## src/pkg/serial_cfg_pkg.sv

```systemverilog
// constants, types and decode helpers shared by the serial register bank
package serial_cfg_pkg;

    // ------------------------------------------------------------
    // register offsets
    // ------------------------------------------------------------
    localparam logic [12:0] ADDR_PORT_CFG = 13'h000;
    localparam logic [12:0] ADDR_CHIP_ID = 13'h001;
    localparam logic [12:0] ADDR_GRADE = 13'h002;
    localparam logic [12:0] ADDR_INDEX = 13'h005;
    localparam logic [12:0] ADDR_POWER = 13'h008;
    localparam logic [12:0] ADDR_CLOCK = 13'h009;
    localparam logic [12:0] ADDR_XFER = 13'h0ff;
    localparam logic [12:0] ADDR_TEST = 13'h00d;
    localparam logic [12:0] ADDR_OFFSET = 13'h010;
    localparam logic [12:0] ADDR_OUT_MODE = 13'h014;
    localparam logic [12:0] ADDR_OUT_PHASE = 13'h016;

    // ------------------------------------------------------------
    // reset values and field positions
    // ------------------------------------------------------------
    localparam logic [7:0] PORT_CFG_RESET = 8'h18;
    localparam logic [7:0] INDEX_RESET = 8'h33;
    localparam logic [7:0] INDEX_MASK = 8'h33;
    localparam logic [7:0] LOCAL_RESET = 8'h00;
    localparam logic [1:0] POWER_RESET = 2'h0;
    localparam logic DCS_RESET = 1'b0;
    localparam logic [1:0] PM_FULL_DOWN = 2'h1;
    localparam logic [1:0] PM_STANDBY = 2'h2;
    localparam int SOFT_RST_HI = 5;
    localparam int SOFT_RST_LO = 2;
    localparam int IDX_A = 0;
    localparam int IDX_B = 1;
    localparam int IDX_FCO = 4;
    localparam int IDX_DCO = 5;
    localparam logic [1:0] SLOT_OUT_MODE = 2'h2;

    // ------------------------------------------------------------
    // frame and timing constants
    // ------------------------------------------------------------
    localparam logic [1:0] STRAP_WAIT = 2'h3;
    localparam logic [3:0] INSTR_LAST = 4'hf;
    localparam logic [3:0] BYTE_LAST = 4'h7;
    localparam logic [1:0] LEN_STREAM = 2'h3;

    typedef enum logic [2:0] {
        ST_INSTR = 3'b001,
        ST_WDATA = 3'b010,
        ST_RDATA = 3'b100
    } phase_type;

    // {valid, slot} of a per-channel register
    function automatic logic [2:0] local_slot(input logic [12:0] a);
        case (a)
            ADDR_TEST: return 3'b100;
            ADDR_OFFSET: return 3'b101;
            ADDR_OUT_MODE: return 3'b110;
            ADDR_OUT_PHASE: return 3'b111;
            default: return 3'b000;
        endcase
    endfunction

endpackage

```

## src/rtl/local_copy_mem.sv

```systemverilog
// per-channel copies of the local registers
`timescale 1ns/100ps
module local_copy_mem import serial_cfg_pkg::*; (
    input wire logic clk_sys,
    input wire logic sys_rst,
    input wire logic clr,
    input wire logic we,
    input wire logic [3:0] mask,
    input wire logic [1:0] wslot,
    input wire logic [7:0] wdata,
    input wire logic [1:0] rchan,
    input wire logic [1:0] rslot,
    output logic [7:0] rdata
);

    typedef struct packed {
        logic [3:0][3:0][7:0] cells;
        logic [7:0] rdata_ff;
    } mem_type;

    mem_type s;
    mem_type n;

    // ------------------------------------------------------------
    // write by channel mask, registered read
    // ------------------------------------------------------------
    always_comb begin
        n = s;
        for (int ch = 0; ch < 4; ch++) begin
            if (clr) begin
                for (int k = 0; k < 4; k++) begin
                    n.cells[ch][k] = LOCAL_RESET;
                end
            end else if (we && mask[ch]) begin
                n.cells[ch][wslot] = wdata;
            end
        end
        n.rdata_ff = s.cells[rchan][rslot];
    end

    always_ff @(posedge clk_sys) begin
        if (sys_rst) begin
            s <= '0;
        end else begin
            s <= n;
        end
    end

    assign rdata = s.rdata_ff;
endmodule

```

## src/rtl/serial_config_register_bank.sv

```systemverilog
// serial configuration port and register bank of a dual-channel converter
`timescale 1ns/100ps
module serial_config_register_bank import serial_cfg_pkg::*; #(
    parameter logic [7:0] CHIP_ID_VALUE = 8'h5a, // arbitrary value
    parameter logic [7:0] GRADE_VALUE = 8'h00 // arbitrary value
) (
    input wire logic clk_sys,
    input wire logic sys_rst,
    input wire logic serial_clock_format_strap,
    input wire logic port_select_n,
    input wire logic serial_io_powerdown_strap_i,
    output logic serial_io_powerdown_strap_o,
    output logic serial_io_powerdown_strap_oe_n,
    output logic output_twos_complement,
    output logic power_down,
    output logic standby,
    output logic duty_cycle_stabilizer_on,
    output logic override_transfer
);

    typedef struct packed {
        logic [2:0] sclk_s;
        logic [1:0] csn_s;
        logic [1:0] sdi_s;
        phase_type phase;
        logic [15:0] shift;
        logic [3:0] bit_cnt;
        logic [1:0] byte_cnt;
        logic [1:0] len;
        logic [12:0] addr;
        logic [7:0] rd_sh;
        logic [7:0] dev_index;
        logic [1:0] power_mode;
        logic dcs_on;
        logic fmt_local;
        logic soft_rst;
        logic [1:0] strap_cnt;
        logic strap_done;
        logic spi_en;
        logic strap_fmt;
        logic strap_pdwn;
        logic sdio_out;
        logic sdio_oe_n;
        logic twos_out;
        logic pdwn_out;
        logic standby_out;
        logic xfer_out;
    } bank_type;

    bank_type s;
    bank_type n;
    logic csn;
    logic rise;
    logic fall;
    logic active;
    logic wr_en;
    logic [7:0] wr_data;
    logic [7:0] rd_mux;
    logic [2:0] wslot;
    logic [2:0] rslot;
    logic [3:0] mem_mask;
    logic [1:0] mem_rchan;
    logic mem_we;
    logic mem_clr;
    logic [7:0] mem_rdata;

    // ------------------------------------------------------------
    // per-channel local registers
    // ------------------------------------------------------------
    local_copy_mem u_copies (
        .clk_sys(clk_sys),
        .sys_rst(sys_rst),
        .clr(mem_clr),
        .we(mem_we),
        .mask(mem_mask),
        .wslot(wslot[1:0]),
        .wdata(wr_data),
        .rchan(mem_rchan),
        .rslot(rslot[1:0]),
        .rdata(mem_rdata)
    );

    // ------------------------------------------------------------
    // read data selection
    // ------------------------------------------------------------
    always_comb begin
        rslot = local_slot(s.addr);
        if (s.dev_index[IDX_A]) begin
            mem_rchan = 2'h0;
        end else if (s.dev_index[IDX_B]) begin
            mem_rchan = 2'h1;
        end else if (s.dev_index[IDX_DCO]) begin
            mem_rchan = 2'h2;
        end else begin
            mem_rchan = 2'h3;
        end
        case (s.addr)
            ADDR_PORT_CFG: rd_mux = PORT_CFG_RESET;
            ADDR_CHIP_ID: rd_mux = CHIP_ID_VALUE;
            ADDR_GRADE: rd_mux = GRADE_VALUE;
            ADDR_INDEX: rd_mux = s.dev_index;
            ADDR_POWER: rd_mux = {6'h00, s.power_mode};
            ADDR_CLOCK: rd_mux = {7'h00, s.dcs_on};
            default: rd_mux = rslot[2] ? mem_rdata : 8'h00;
        endcase
    end

    // ------------------------------------------------------------
    // frame engine and register writes
    // ------------------------------------------------------------
    always_comb begin
        n = s;
        n.sclk_s = {s.sclk_s[1:0], serial_clock_format_strap};
        n.csn_s = {s.csn_s[0], port_select_n};
        n.sdi_s = {s.sdi_s[0], serial_io_powerdown_strap_i};
        n.xfer_out = 1'b0;
        csn = s.csn_s[1];
        rise = s.sclk_s[1] && !s.sclk_s[2];
        fall = !s.sclk_s[1] && s.sclk_s[2];
        active = s.spi_en && s.strap_done && !csn;
        wr_en = 1'b0;
        wr_data = 8'h00;
        mem_clr = 1'b0;
        if (!s.strap_done) begin
            n.strap_cnt = s.strap_cnt + 2'h1;
            if (s.strap_cnt == STRAP_WAIT) begin
                n.strap_done = 1'b1;
                n.spi_en = !csn;
                n.strap_fmt = s.sclk_s[1];
                n.strap_pdwn = s.sdi_s[1];
            end
        end
        if (csn) begin
            n.sdio_oe_n = 1'b1;
            if (s.len == LEN_STREAM && s.phase != ST_INSTR) begin
                n.phase = ST_INSTR;
                n.bit_cnt = 4'h0;
            end
        end
        if (active && rise) begin
            n.shift = {s.shift[14:0], s.sdi_s[1]};
            n.bit_cnt = s.bit_cnt + 4'h1;
            case (s.phase)
                ST_INSTR: begin
                    if (s.bit_cnt == INSTR_LAST) begin
                        n.addr = n.shift[12:0];
                        n.len = n.shift[14:13];
                        n.byte_cnt = 2'h0;
                        n.bit_cnt = 4'h0;
                        n.phase = n.shift[15] ? ST_RDATA : ST_WDATA;
                    end
                end
                ST_WDATA, ST_RDATA: begin
                    if (s.bit_cnt == BYTE_LAST) begin
                        wr_en = (s.phase == ST_WDATA);
                        wr_data = n.shift[7:0];
                        n.addr = s.addr - 13'h1;
                        n.bit_cnt = 4'h0;
                        n.byte_cnt = s.byte_cnt + 2'h1;
                        if (s.len != LEN_STREAM && s.byte_cnt == s.len) begin
                            n.phase = ST_INSTR;
                            n.sdio_oe_n = 1'b1;
                        end
                    end
                end
                default: n.phase = ST_INSTR;
            endcase
        end
        if (active && fall && s.phase == ST_RDATA) begin
            n.sdio_oe_n = 1'b0;
            if (s.bit_cnt == 4'h0) begin
                n.sdio_out = rd_mux[7];
                n.rd_sh = {rd_mux[6:0], 1'b0};
            end else begin
                n.sdio_out = s.rd_sh[7];
                n.rd_sh = {s.rd_sh[6:0], 1'b0};
            end
        end
        wslot = local_slot(s.addr);
        mem_mask = {s.dev_index[IDX_FCO], s.dev_index[IDX_DCO],
                    s.dev_index[IDX_B], s.dev_index[IDX_A]};
        mem_we = wr_en && wslot[2];
        if (wr_en) begin
            case (s.addr)
                ADDR_PORT_CFG: n.soft_rst = wr_data[SOFT_RST_HI] || wr_data[SOFT_RST_LO];
                ADDR_INDEX: n.dev_index = wr_data & INDEX_MASK;
                ADDR_POWER: n.power_mode = wr_data[1:0];
                ADDR_CLOCK: n.dcs_on = wr_data[0];
                ADDR_XFER: n.xfer_out = wr_data[0];
                default: begin
                    // per-channel addresses are stored only in the copies and other unlisted addresses are ignored; an output-mode write with channel A selected also sets the format
                    if (wslot[2] && wslot[1:0] == SLOT_OUT_MODE && s.dev_index[IDX_A]) begin
                        n.fmt_local = wr_data[0];
                    end
                end
            endcase
        end
        if (s.soft_rst) begin
            n.soft_rst = 1'b0;
            n.dev_index = INDEX_RESET;
            n.power_mode = POWER_RESET;
            n.dcs_on = DCS_RESET;
            n.fmt_local = 1'b0;
            mem_clr = 1'b1;
        end
        n.twos_out = s.spi_en ? s.fmt_local : s.strap_fmt;
        n.pdwn_out = s.spi_en ? (s.power_mode == PM_FULL_DOWN) : s.strap_pdwn;
        n.standby_out = s.spi_en && s.power_mode == PM_STANDBY;
    end

    always_ff @(posedge clk_sys) begin
        if (sys_rst) begin
            s <= '0;
            s.phase <= ST_INSTR;
            s.dev_index <= INDEX_RESET;
            s.sdio_oe_n <= 1'b1;
        end else begin
            s <= n;
        end
    end

    // ------------------------------------------------------------
    // outputs
    // ------------------------------------------------------------
    assign serial_io_powerdown_strap_o = s.sdio_out;
    assign serial_io_powerdown_strap_oe_n = s.sdio_oe_n;
    assign output_twos_complement = s.twos_out;
    assign power_down = s.pdwn_out;
    assign standby = s.standby_out;
    assign duty_cycle_stabilizer_on = s.dcs_on;
    assign override_transfer = s.xfer_out;
endmodule

```

## config.mk

```make
export PLATFORM = sky130hd
export DESIGN_NAME = serial_config_register_bank
export DESIGN_NICKNAME = d
export VERILOG_FILES = /design/src/pkg/serial_cfg_pkg.sv /design/src/rtl/local_copy_mem.sv /design/src/rtl/serial_config_register_bank.sv
export SDC_FILE = /design/constraint.sdc
export NUM_CORES = 1
export LEC_CHECK = 0
export ABC_CLOCK_PERIOD_IN_PS = 4500
export BUFFER_PORTS_ARGS = -buffer_cell sky130_fd_sc_hd__buf_2
export CELL_PAD_IN_SITES_DETAIL_PLACEMENT = 1
export CELL_PAD_IN_SITES_GLOBAL_PLACEMENT = 2
export CORE_ASPECT_RATIO = 1.75
export CORE_UTILIZATION = 42
export DETAILED_ROUTE_END_ITERATION = 7
export PLACE_DENSITY_LB_ADDON = 0.05
export SLEW_MARGIN = 20
export SYNTH_ARGS = -nofsm -noshare
export SYNTH_HDL_FRONTEND = slang
export SYNTH_SLANG_ARGS = --single-unit
```

## constraint.sdc

```tcl
create_clock -name clk_sys -period 4.5 [get_ports clk_sys]
set_input_delay 0.9 -clock clk_sys [delete_from_list [all_inputs] [get_ports clk_sys]]
set_output_delay 0.9 -clock clk_sys [all_outputs]
set_load 0.05 [all_outputs]
```

==> summary.md, run 1 <==
| Metric | Value |
|---|---|
| Vias in the first global route | a little under 8,000 |
| Area enclosed by the die boundary | 23,000 um^2 |
| Max_cap viols | 0 |
| DP Wirelength | 19,100 um |
| Critical path depth | 5 |
| Final GP Congestion | approximately 0.84 |
| Largest net degree at the start of global routing | 57 |
| Largest fanout on the critical path | 24 |
| Sequential Area | about 4200 um^2 |
| Cell family with the largest share of critical-path delay | simple AND/OR/NAND/NOR gates |
| Number of nets in the synthesized netlist | ~1,100 |
| Sort of element at the end of the critical path | flip-flop |
| Post-synthesis instance area | 9380 um^2 |
| Ratio of final minimum period to clock period | 0.674 |
| WP data required | 4.88 ns |
| Clock insertion delay at the later pin of the skew report | 0.52 ns |
| Clock tree buffer depth | 3 |
| Yosys Warn Count | 0 |
| VDD IR max | 288 uV |
| Destination of the worst register-to-register timing path | u_copies.s[112] |
| Count of flip-flops with a built-in enable after synthesis | 0 |
| Crit path max-delay cell type | sky130_fd_sc_hd__and2_1 |
| Crit path launch | s[9] |
| Total GRT Usage | 0.255 |
| Leakage | a little under 0.004 uW |
| Chip Height | 200 um |
| Routed length per instance | 20.7 um |
| Proportion of synthesized chip area in sequential cells | 0.448 |
| Path depth of the worst reg2reg path | 5 |
| Clock tree root buffer cell | sky130_fd_sc_hd__clkbuf_16 |
| Synthesis-to-layout area growth | 9.94% |
| Number of endpoints with negative hold slack in the final report | 0 |
| Ratio of cells with drive above 1 in the final layout | 0.104 |
| Drt drc | 0 |
| Unique cell type count in the Yosys netlist | between 60 and 70 |
| Clock transition at the register clock pins on the worst setup and hold paths after CTS | approximately 0.06 ns |
| Clock tree from TritonCTS | done |
| Buffers & Inverters on Critical Path | 0 |
| Path class of the lowest-slack min-delay path | flip-flop to flip-flop |
| Setup-violating endpoint count in the final report | 0 |
| Initial antenna violation count | 0 |
| Total Nets Final | 1,060 |
| Cell area power density | 381 nW/um^2 |
| Worst slew pin tran | between 1 and 1.5 ns |
| Number of routed nets with antenna violations | 0 |
| Number of clock sinks seen by CTS | 210 |
| Capturing instance or port of the critical path | u_copies.s[112] |
| Antenna cells | 0 |
| Normalized max-slew margin | 0.291 |
| Worst setup path category | flip-flop to flip-flop |
| H-tree levels | 1 |
| Critical Path AT | 3.42 ns |
| Die W | 115 um |
| Number of I/O pins | 12 |
| Aggregate global routing overflow | 0 |
| Mean area per synthesized cell | 8.62 um^2 |
| Overall power consumption | just under 4000 uW |
| DR iter-0 viols | 391 |
| Status | finished clean |
| First-pass GRT wire length | 44,400 um |
| Instance count of the mapped netlist | ~1,100 |
| Sum of negative setup slack | 0 ns |
| Start of the worst register-to-register path | s[9] |
| Final number of max-transition violations | 0 |
| Post-route clock skew | 0.0132 ns |
| Highest-count cells in the layout ignoring fill and taps | 207 x sky130_fd_sc_hd__dfxtp_1, 141 x sky130_fd_sc_hd__o21ai_0, 120 x sky130_fd_sc_hd__nand2_1 |
| Post-CTS sizing | 0 |
| Number of buffers added by the clock tree synthesis step | 21 |
| Most used flip-flop cell after synthesis | sky130_fd_sc_hd__dfxtp_1 |
| Core region area | approximately 22,000 um^2 |
| RSZ-0062 raised after global routing | false |
| # Post-CTS Setup Buffers | 0 |
| Register bit total from synthesis | 210 |
| Count of TritonRoute iterations in the first routing pass | 4 |
| Cell chain of the critical path | and4bb_1 -> and2_1 -> nand4_1 -> mux2i_1 -> nor2_1 |
| Initial core utilization | 0.427 |
| Routed Wire Length | 28,000 um |
| Minimum setup slack among reg-to-reg paths | roughly 1.5 ns |
| Filler cell count | 2,642 |
| Fin crit period | 3.03 ns |
| Count of hold-fix buffers inserted at cts | 0 |
| Number of vias per cell after detailed routing | approximately 5.7 |
| Fraction of synthesis flops using an asynchronous set or reset pin | 0 |
| Area taken by multi-input logic gates | roughly 4800 um^2 |
| Number of placement rows | about 70 |
| Max Fclk | 0.330 GHz |
| Number of I/O port buffers | 11 |
| Via Count | 7,696 |
| Category of the worst setup path launch point | flip-flop |
| Max incr delay on CP | between 0.8 and 0.9 ns |
| Most common cell after layout, fill and taps aside | sky130_fd_sc_hd__dfxtp_1 |
==> sequential cells by signal (all words and copies together), names as in the netlist, named ones only <==
register and flops:
output_twos_complement 1, csn 1, power_down 1, u_copies.s 128
serial_io_powerdown_strap_o 1, s 57, u_copies.rdata 8, standby 1
duty_cycle_stabilizer_on 1, override_transfer 1, mem_mask 4, serial_io_powerdown_strap_oe_n 1
n 4
==> report_power, final <==
group	internal (uW)	leakage, uW	switching [uW]
logic	17.2	0.00186	44.8
clock network	1210	0.000377	778
registers	1870	0.00169	8.71
total	3090	0.00393	831
==> how the worst min path moves through the flow <==
stage	startpoint	end	slack, ns	cells past startpoint
floorplan	n[76]	csn	0.41	1
global placement	n[78]	n[79]	0.42	1
detailed placement	n[78]	n[79]	0.43	1
CTS	n[74]	s[74]	0.45	1
global route	n[74]	s[74]	0.46	1
finish	n[74]	s[74]	0.44	1
==> through the flow <==
stage	cell area (um^2)	std cells	setup slack, ns	hold slack, ns	utilization
finish	10300	1356	1.47	0.439	0.469
global route	10300	1356	1.19	0.459	0.469
CTS	10300	1356	1.44	0.447	0.469
detailed placement	9550	1320	1.46	0.428	0.434
global placement	9550	1320	1.50	0.419	0.434
floorplan	9380	1088	2.31	0.414	-
==> final cells by class <==
class / count / area share
Sequential cell: 210 / 0.408
Multi-Input combinational cell: 783 / 0.464
Clock buffer: 27 / 0.0570
Tap cell: 296 / 0.0359
Inverter: 9 / 0.00328
Timing Repair Buffer: 22 / 0.0146
Clock inverter: 9 / 0.0172
==> logic make-up (layout without fill, tap and decap cells) <==
| family | count (synthesis) | count (layout) | share of synthesized area |
|---|---|---|---|
| muxes | 111 | 111 | 0.123 |
| AOI/OAI and AO/OA | 255 | 255 | 0.153 |
| and+or+nand+nor | 406 | 406 | 0.220 |
| xor gates and xnor gates | 3 | 3 | 0.00280 |
| adders and majority gates | 8 | 8 | 0.0107 |
| buffers and inverters | 95 | 67 | 0.0426 |
| DFF | 210 | 210 | 0.448 |
==> cells in the mapped netlist, drive strengths merged (2+ instances only) <==
cell type / n / area (um^2)
dfxtp: 210 / 4200
o21ai: 148 / 744
nand2: 124 / 490
nand3: 105 / 526
mux2i: 79 / 791
nor2: 65 / 246
clkbuf: 61 / 229
a21oi: 48 / 240
mux2: 32 / 360
buf: 25 / 136
nand4: 20 / 125
nor3: 19 / 118
a22oi: 17 / 128
a31oi: 13 / 81.3
and3: 12 / 75.1
nor2b: 12 / 75.1
ha: 8 / 100
inv: 8 / 30.0
nor4: 8 / 86.3
or3: 7 / 43.8
and2: 5 / 31.3
nor3b: 5 / 37.5
o32ai: 5 / 43.8
a211oi: 4 / 30.0
o211ai: 4 / 30.0
or2: 4 / 27.5
and4: 3 / 26.3
nand3b: 3 / 22.5
or4: 3 / 26.3
a21o: 2 / 15.0
a32o: 2 / 20.0
a32oi: 2 / 17.5
nand4b: 2 / 17.5
nor4bb: 2 / 20.0
o31ai: 2 / 15.0
xnor2: 2 / 17.5
==> layer usage <==
metal	wire length [um]	up-vias	global-route usage
met1	11100	3735	0.273
li1	-	3810	-
met5	0	-	0
met3	569	59	0.0279
met2	15200	92	0.489
met4	1190	0	0.115
Power figures use the tool's default switching activity.
==> inputs of run 2 (changes only) <==
--- a/config.mk
+++ b/config.mk
@@ -5,12 +5,12 @@
 export SDC_FILE = /design/constraint.sdc
 export NUM_CORES = 1
 export LEC_CHECK = 0
-export ABC_CLOCK_PERIOD_IN_PS = 4500
+export ABC_CLOCK_PERIOD_IN_PS = 2600
 export BUFFER_PORTS_ARGS = -buffer_cell sky130_fd_sc_hd__buf_2
 export CELL_PAD_IN_SITES_DETAIL_PLACEMENT = 1
 export CELL_PAD_IN_SITES_GLOBAL_PLACEMENT = 2
 export CORE_ASPECT_RATIO = 1.75
-export CORE_UTILIZATION = 42
+export CORE_UTILIZATION = 36
 export DETAILED_ROUTE_END_ITERATION = 7
 export PLACE_DENSITY_LB_ADDON = 0.05
 export SLEW_MARGIN = 20
==> constraint.sdc (replaced) <==
create_clock -name clk_sys -period 2.6 [get_ports clk_sys]
set_input_delay 0.52 -clock clk_sys [delete_from_list [all_inputs] [get_ports clk_sys]]
set_output_delay 0.52 -clock clk_sys [all_outputs]
set_load 0.05 [all_outputs]
==> summary.md, run 2 (synthesis gave the netlist of run 1 again) <==
| Metric | Value |
|---|---|
| Antenna cells | 0 (unchanged) |
| RSZ-0062 raised after global routing | false |
| Post-CTS sizing | 0 (unchanged) |
| Number of vias per cell after detailed routing | 5.53 (-2.6%) |
| Ratio of final minimum period to clock period | 0.949 (+0.275) |
| Max_cap viols | 0 (unchanged) |
| Clock tree buffer depth | 3 (unchanged) |
| Number of routed nets with antenna violations | 0 (unchanged) |
| Number of buffers added by the clock tree synthesis step | 22 (+4.8%) |
| Setup-violating endpoint count in the final report | 0 (unchanged) |
| DP Wirelength | 20,600 um (+7.9%) |
| Worst setup path category | flip-flop to flip-flop |
| Category of the worst setup path launch point | flip-flop |
| Total GRT Usage | 0.230 (-0.0243) |
| Aggregate global routing overflow | 0 (unchanged) |
| Clock insertion delay at the later pin of the skew report | 0.52 ns (about the same) |
| Drt drc | 0 (unchanged) |
| Initial core utilization | 0.369 (-0.0579) |
| GR met3 Demand/Resource | 0.0243 (-0.00359) |
| WP data required | 2.99 ns (-1.89 ns) |
| Normalized max-slew margin | 0.530 (+0.239) |
| First-pass GRT wire length | 46,700 um (+5.2%) |
| Initial antenna violation count | 0 (unchanged) |
| Sum of negative setup slack | 0 ns (unchanged) |
| VDD IR max | 473 uV (+64%) |
| Number of endpoints with negative hold slack in the final report | 0 (unchanged) |
| Number of clock sinks seen by CTS | 210 (unchanged) |
| H-tree levels | 1 (unchanged) |
| Core utilization of the finished layout | 0.417 (-0.0519) |
| Vias in the first global route | 8,059 (+2.2%) |
| Reg with most FFs | u_copies.s |
| Ratio of cells with drive above 1 in the final layout | 0.134 (+0.0297) |
| Highest-count cells in the layout ignoring fill and taps | 207 x sky130_fd_sc_hd__dfxtp_1, 141 x sky130_fd_sc_hd__o21ai_0, 120 x sky130_fd_sc_hd__nand2_1 |
| Die W | 124 um (+7.9%) |
| Count of TritonRoute iterations in the first routing pass | 4 (unchanged) |
| Largest fanout on the critical path | 8 (-67%) |
| Sort of element at the end of the critical path | flip-flop |
| Most utilized layer in the global route result | met2 |
| Leakage | 0.00410 uW (+4.3%) |
| Post-layout instance area | 10,600 um^2 (+2.9%) |
| Largest net degree at the start of global routing | 73 (+28%) |
| Fin crit period | 2.47 ns (-0.567 ns) |
| Met1 Track Usage GR | 0.250 (-0.0227) |
| Routed Wire Length | 29,900 um (+6.7%) |
| Status | finished clean |
| Number of I/O port buffers | 11 (unchanged) |
| Routed length per instance | 21.1 um (+2.1%) |
| Most common cell after layout, fill and taps aside | sky130_fd_sc_hd__dfxtp_1 |
| Cell area power density | 611 nW/um^2 (+60%) |
| Largest register FFs | 128 (unchanged) |
| Standard cell area after detailed placement | 9920 um^2 (+3.9%) |
| DR iter-0 viols | 352 (-10%) |
| Total Nets Final | 1,099 (+3.7%) |
| Chip Height | 216 um (+7.9%) |
| Clock tree from TritonCTS | done |
| Max Fclk | 0.405 GHz (+23%) |
| Critical Path AT | 2.86 ns (-0.56 ns) |
| Count of hold-fix buffers inserted at cts | 0 (unchanged) |
| Number of placement rows | 77 (+6.9%) |
| Worst slew pin tran | 0.705 ns (-0.358 ns) |
| Area enclosed by the die boundary | 26,700 um^2 (+16%) |
| # Post-CTS Setup Buffers | 0 (unchanged) |
| Final GP Congestion | 0.797 (-4.8%) |
| Met2 layer usage reported by global route | 0.448 (-0.0415) |
| Synthesis-to-layout area growth | 13.1% |
| Via Count | 7,837 (+1.8%) |
| Clock transition at the register clock pins on the worst setup and hold paths after CTS | 0.06 ns (about the same) |
| Path class of the lowest-slack min-delay path | input pin to flip-flop |
| Post-route clock skew | 0.00867 ns (-0.00458 ns) |
| Core region area | 25,400 um^2 (+16%) |
| Number of I/O pins | 12 (unchanged) |
| Final number of max-transition violations | 0 (unchanged) |
| Clock tree root buffer cell | sky130_fd_sc_hd__clkbuf_16 |
-- run 2: changes by cell type in the layout (fill, tap and decap cells not counted), sizes merged --
cell	previous run	this run
clkbuf	27	31
clkinvlp	0	1
clkinv	4	7
bufinv	5	1
buf	22	60
inv	9	8
-- run 2: stage by stage --
stage                     hold slack [ns]  power, uW  instances  setup WS [ns]
after global routing                0.204       6730       1417         0.0527
after detailed placement            0.425       3440       1378          0.136
after CTS                           0.189       6600       1417          0.124
after global placement              0.415       3440       1378          0.134
after floorplan                     0.414       3390       1088          0.637
final                               0.208       6480       1417          0.133
-- run 2: cell type report --
class,count,area [um^2]
Fill cell,2993,14800
Clock inverter,8,67.6
Clock buffer,31,626
Tap cell,316,395
Sequential cell,210,4210
Multi-Input combinational cell,783,4780
Timing Repair Buffer,60,498
Inverter,9,33.8
-- run 2: worst paths after layout --
| check | to | slack (ns) | from | cells after the start |
|---|---|---|---|---|
| setup / recovery | u_copies.rdata[2] | 0.13 | s[43] | 5 |
| hold / removal | n[76] | 0.21 | port_select_n | 2 |
| setup reg to reg | u_copies.rdata[2] | 0.13 | s[43] | 5 |
| hold reg to reg | n[79] | 0.44 | n[78] | 1 |
-- run 2: report_power, final --
part           internal, uW  switching [uW]
clock                  1780            1350
sequential             3230            12.9
combinational          34.8            79.9
-- run 2: metal layers --
| metal | vias up | wire, um |
|---|---|---|
| met4 | 0 | 723 |
| met5 | - | 0 |
| met3 | 41 | 577 |
| li1 | 3884 | - |
| met1 | 3832 | 12000 |
| met2 | 80 | 16700 |
-- run 2: worst max-delay path: stages (launching register included) --
cell	delay, ns
sky130_fd_sc_hd__dfxtp_1	0.35
sky130_fd_sc_hd__nor3_1	0.51
sky130_fd_sc_hd__nand2_2	0.22
sky130_fd_sc_hd__or4_1	0.72
sky130_fd_sc_hd__a22oi_1	0.43
sky130_fd_sc_hd__a21oi_1	0.11
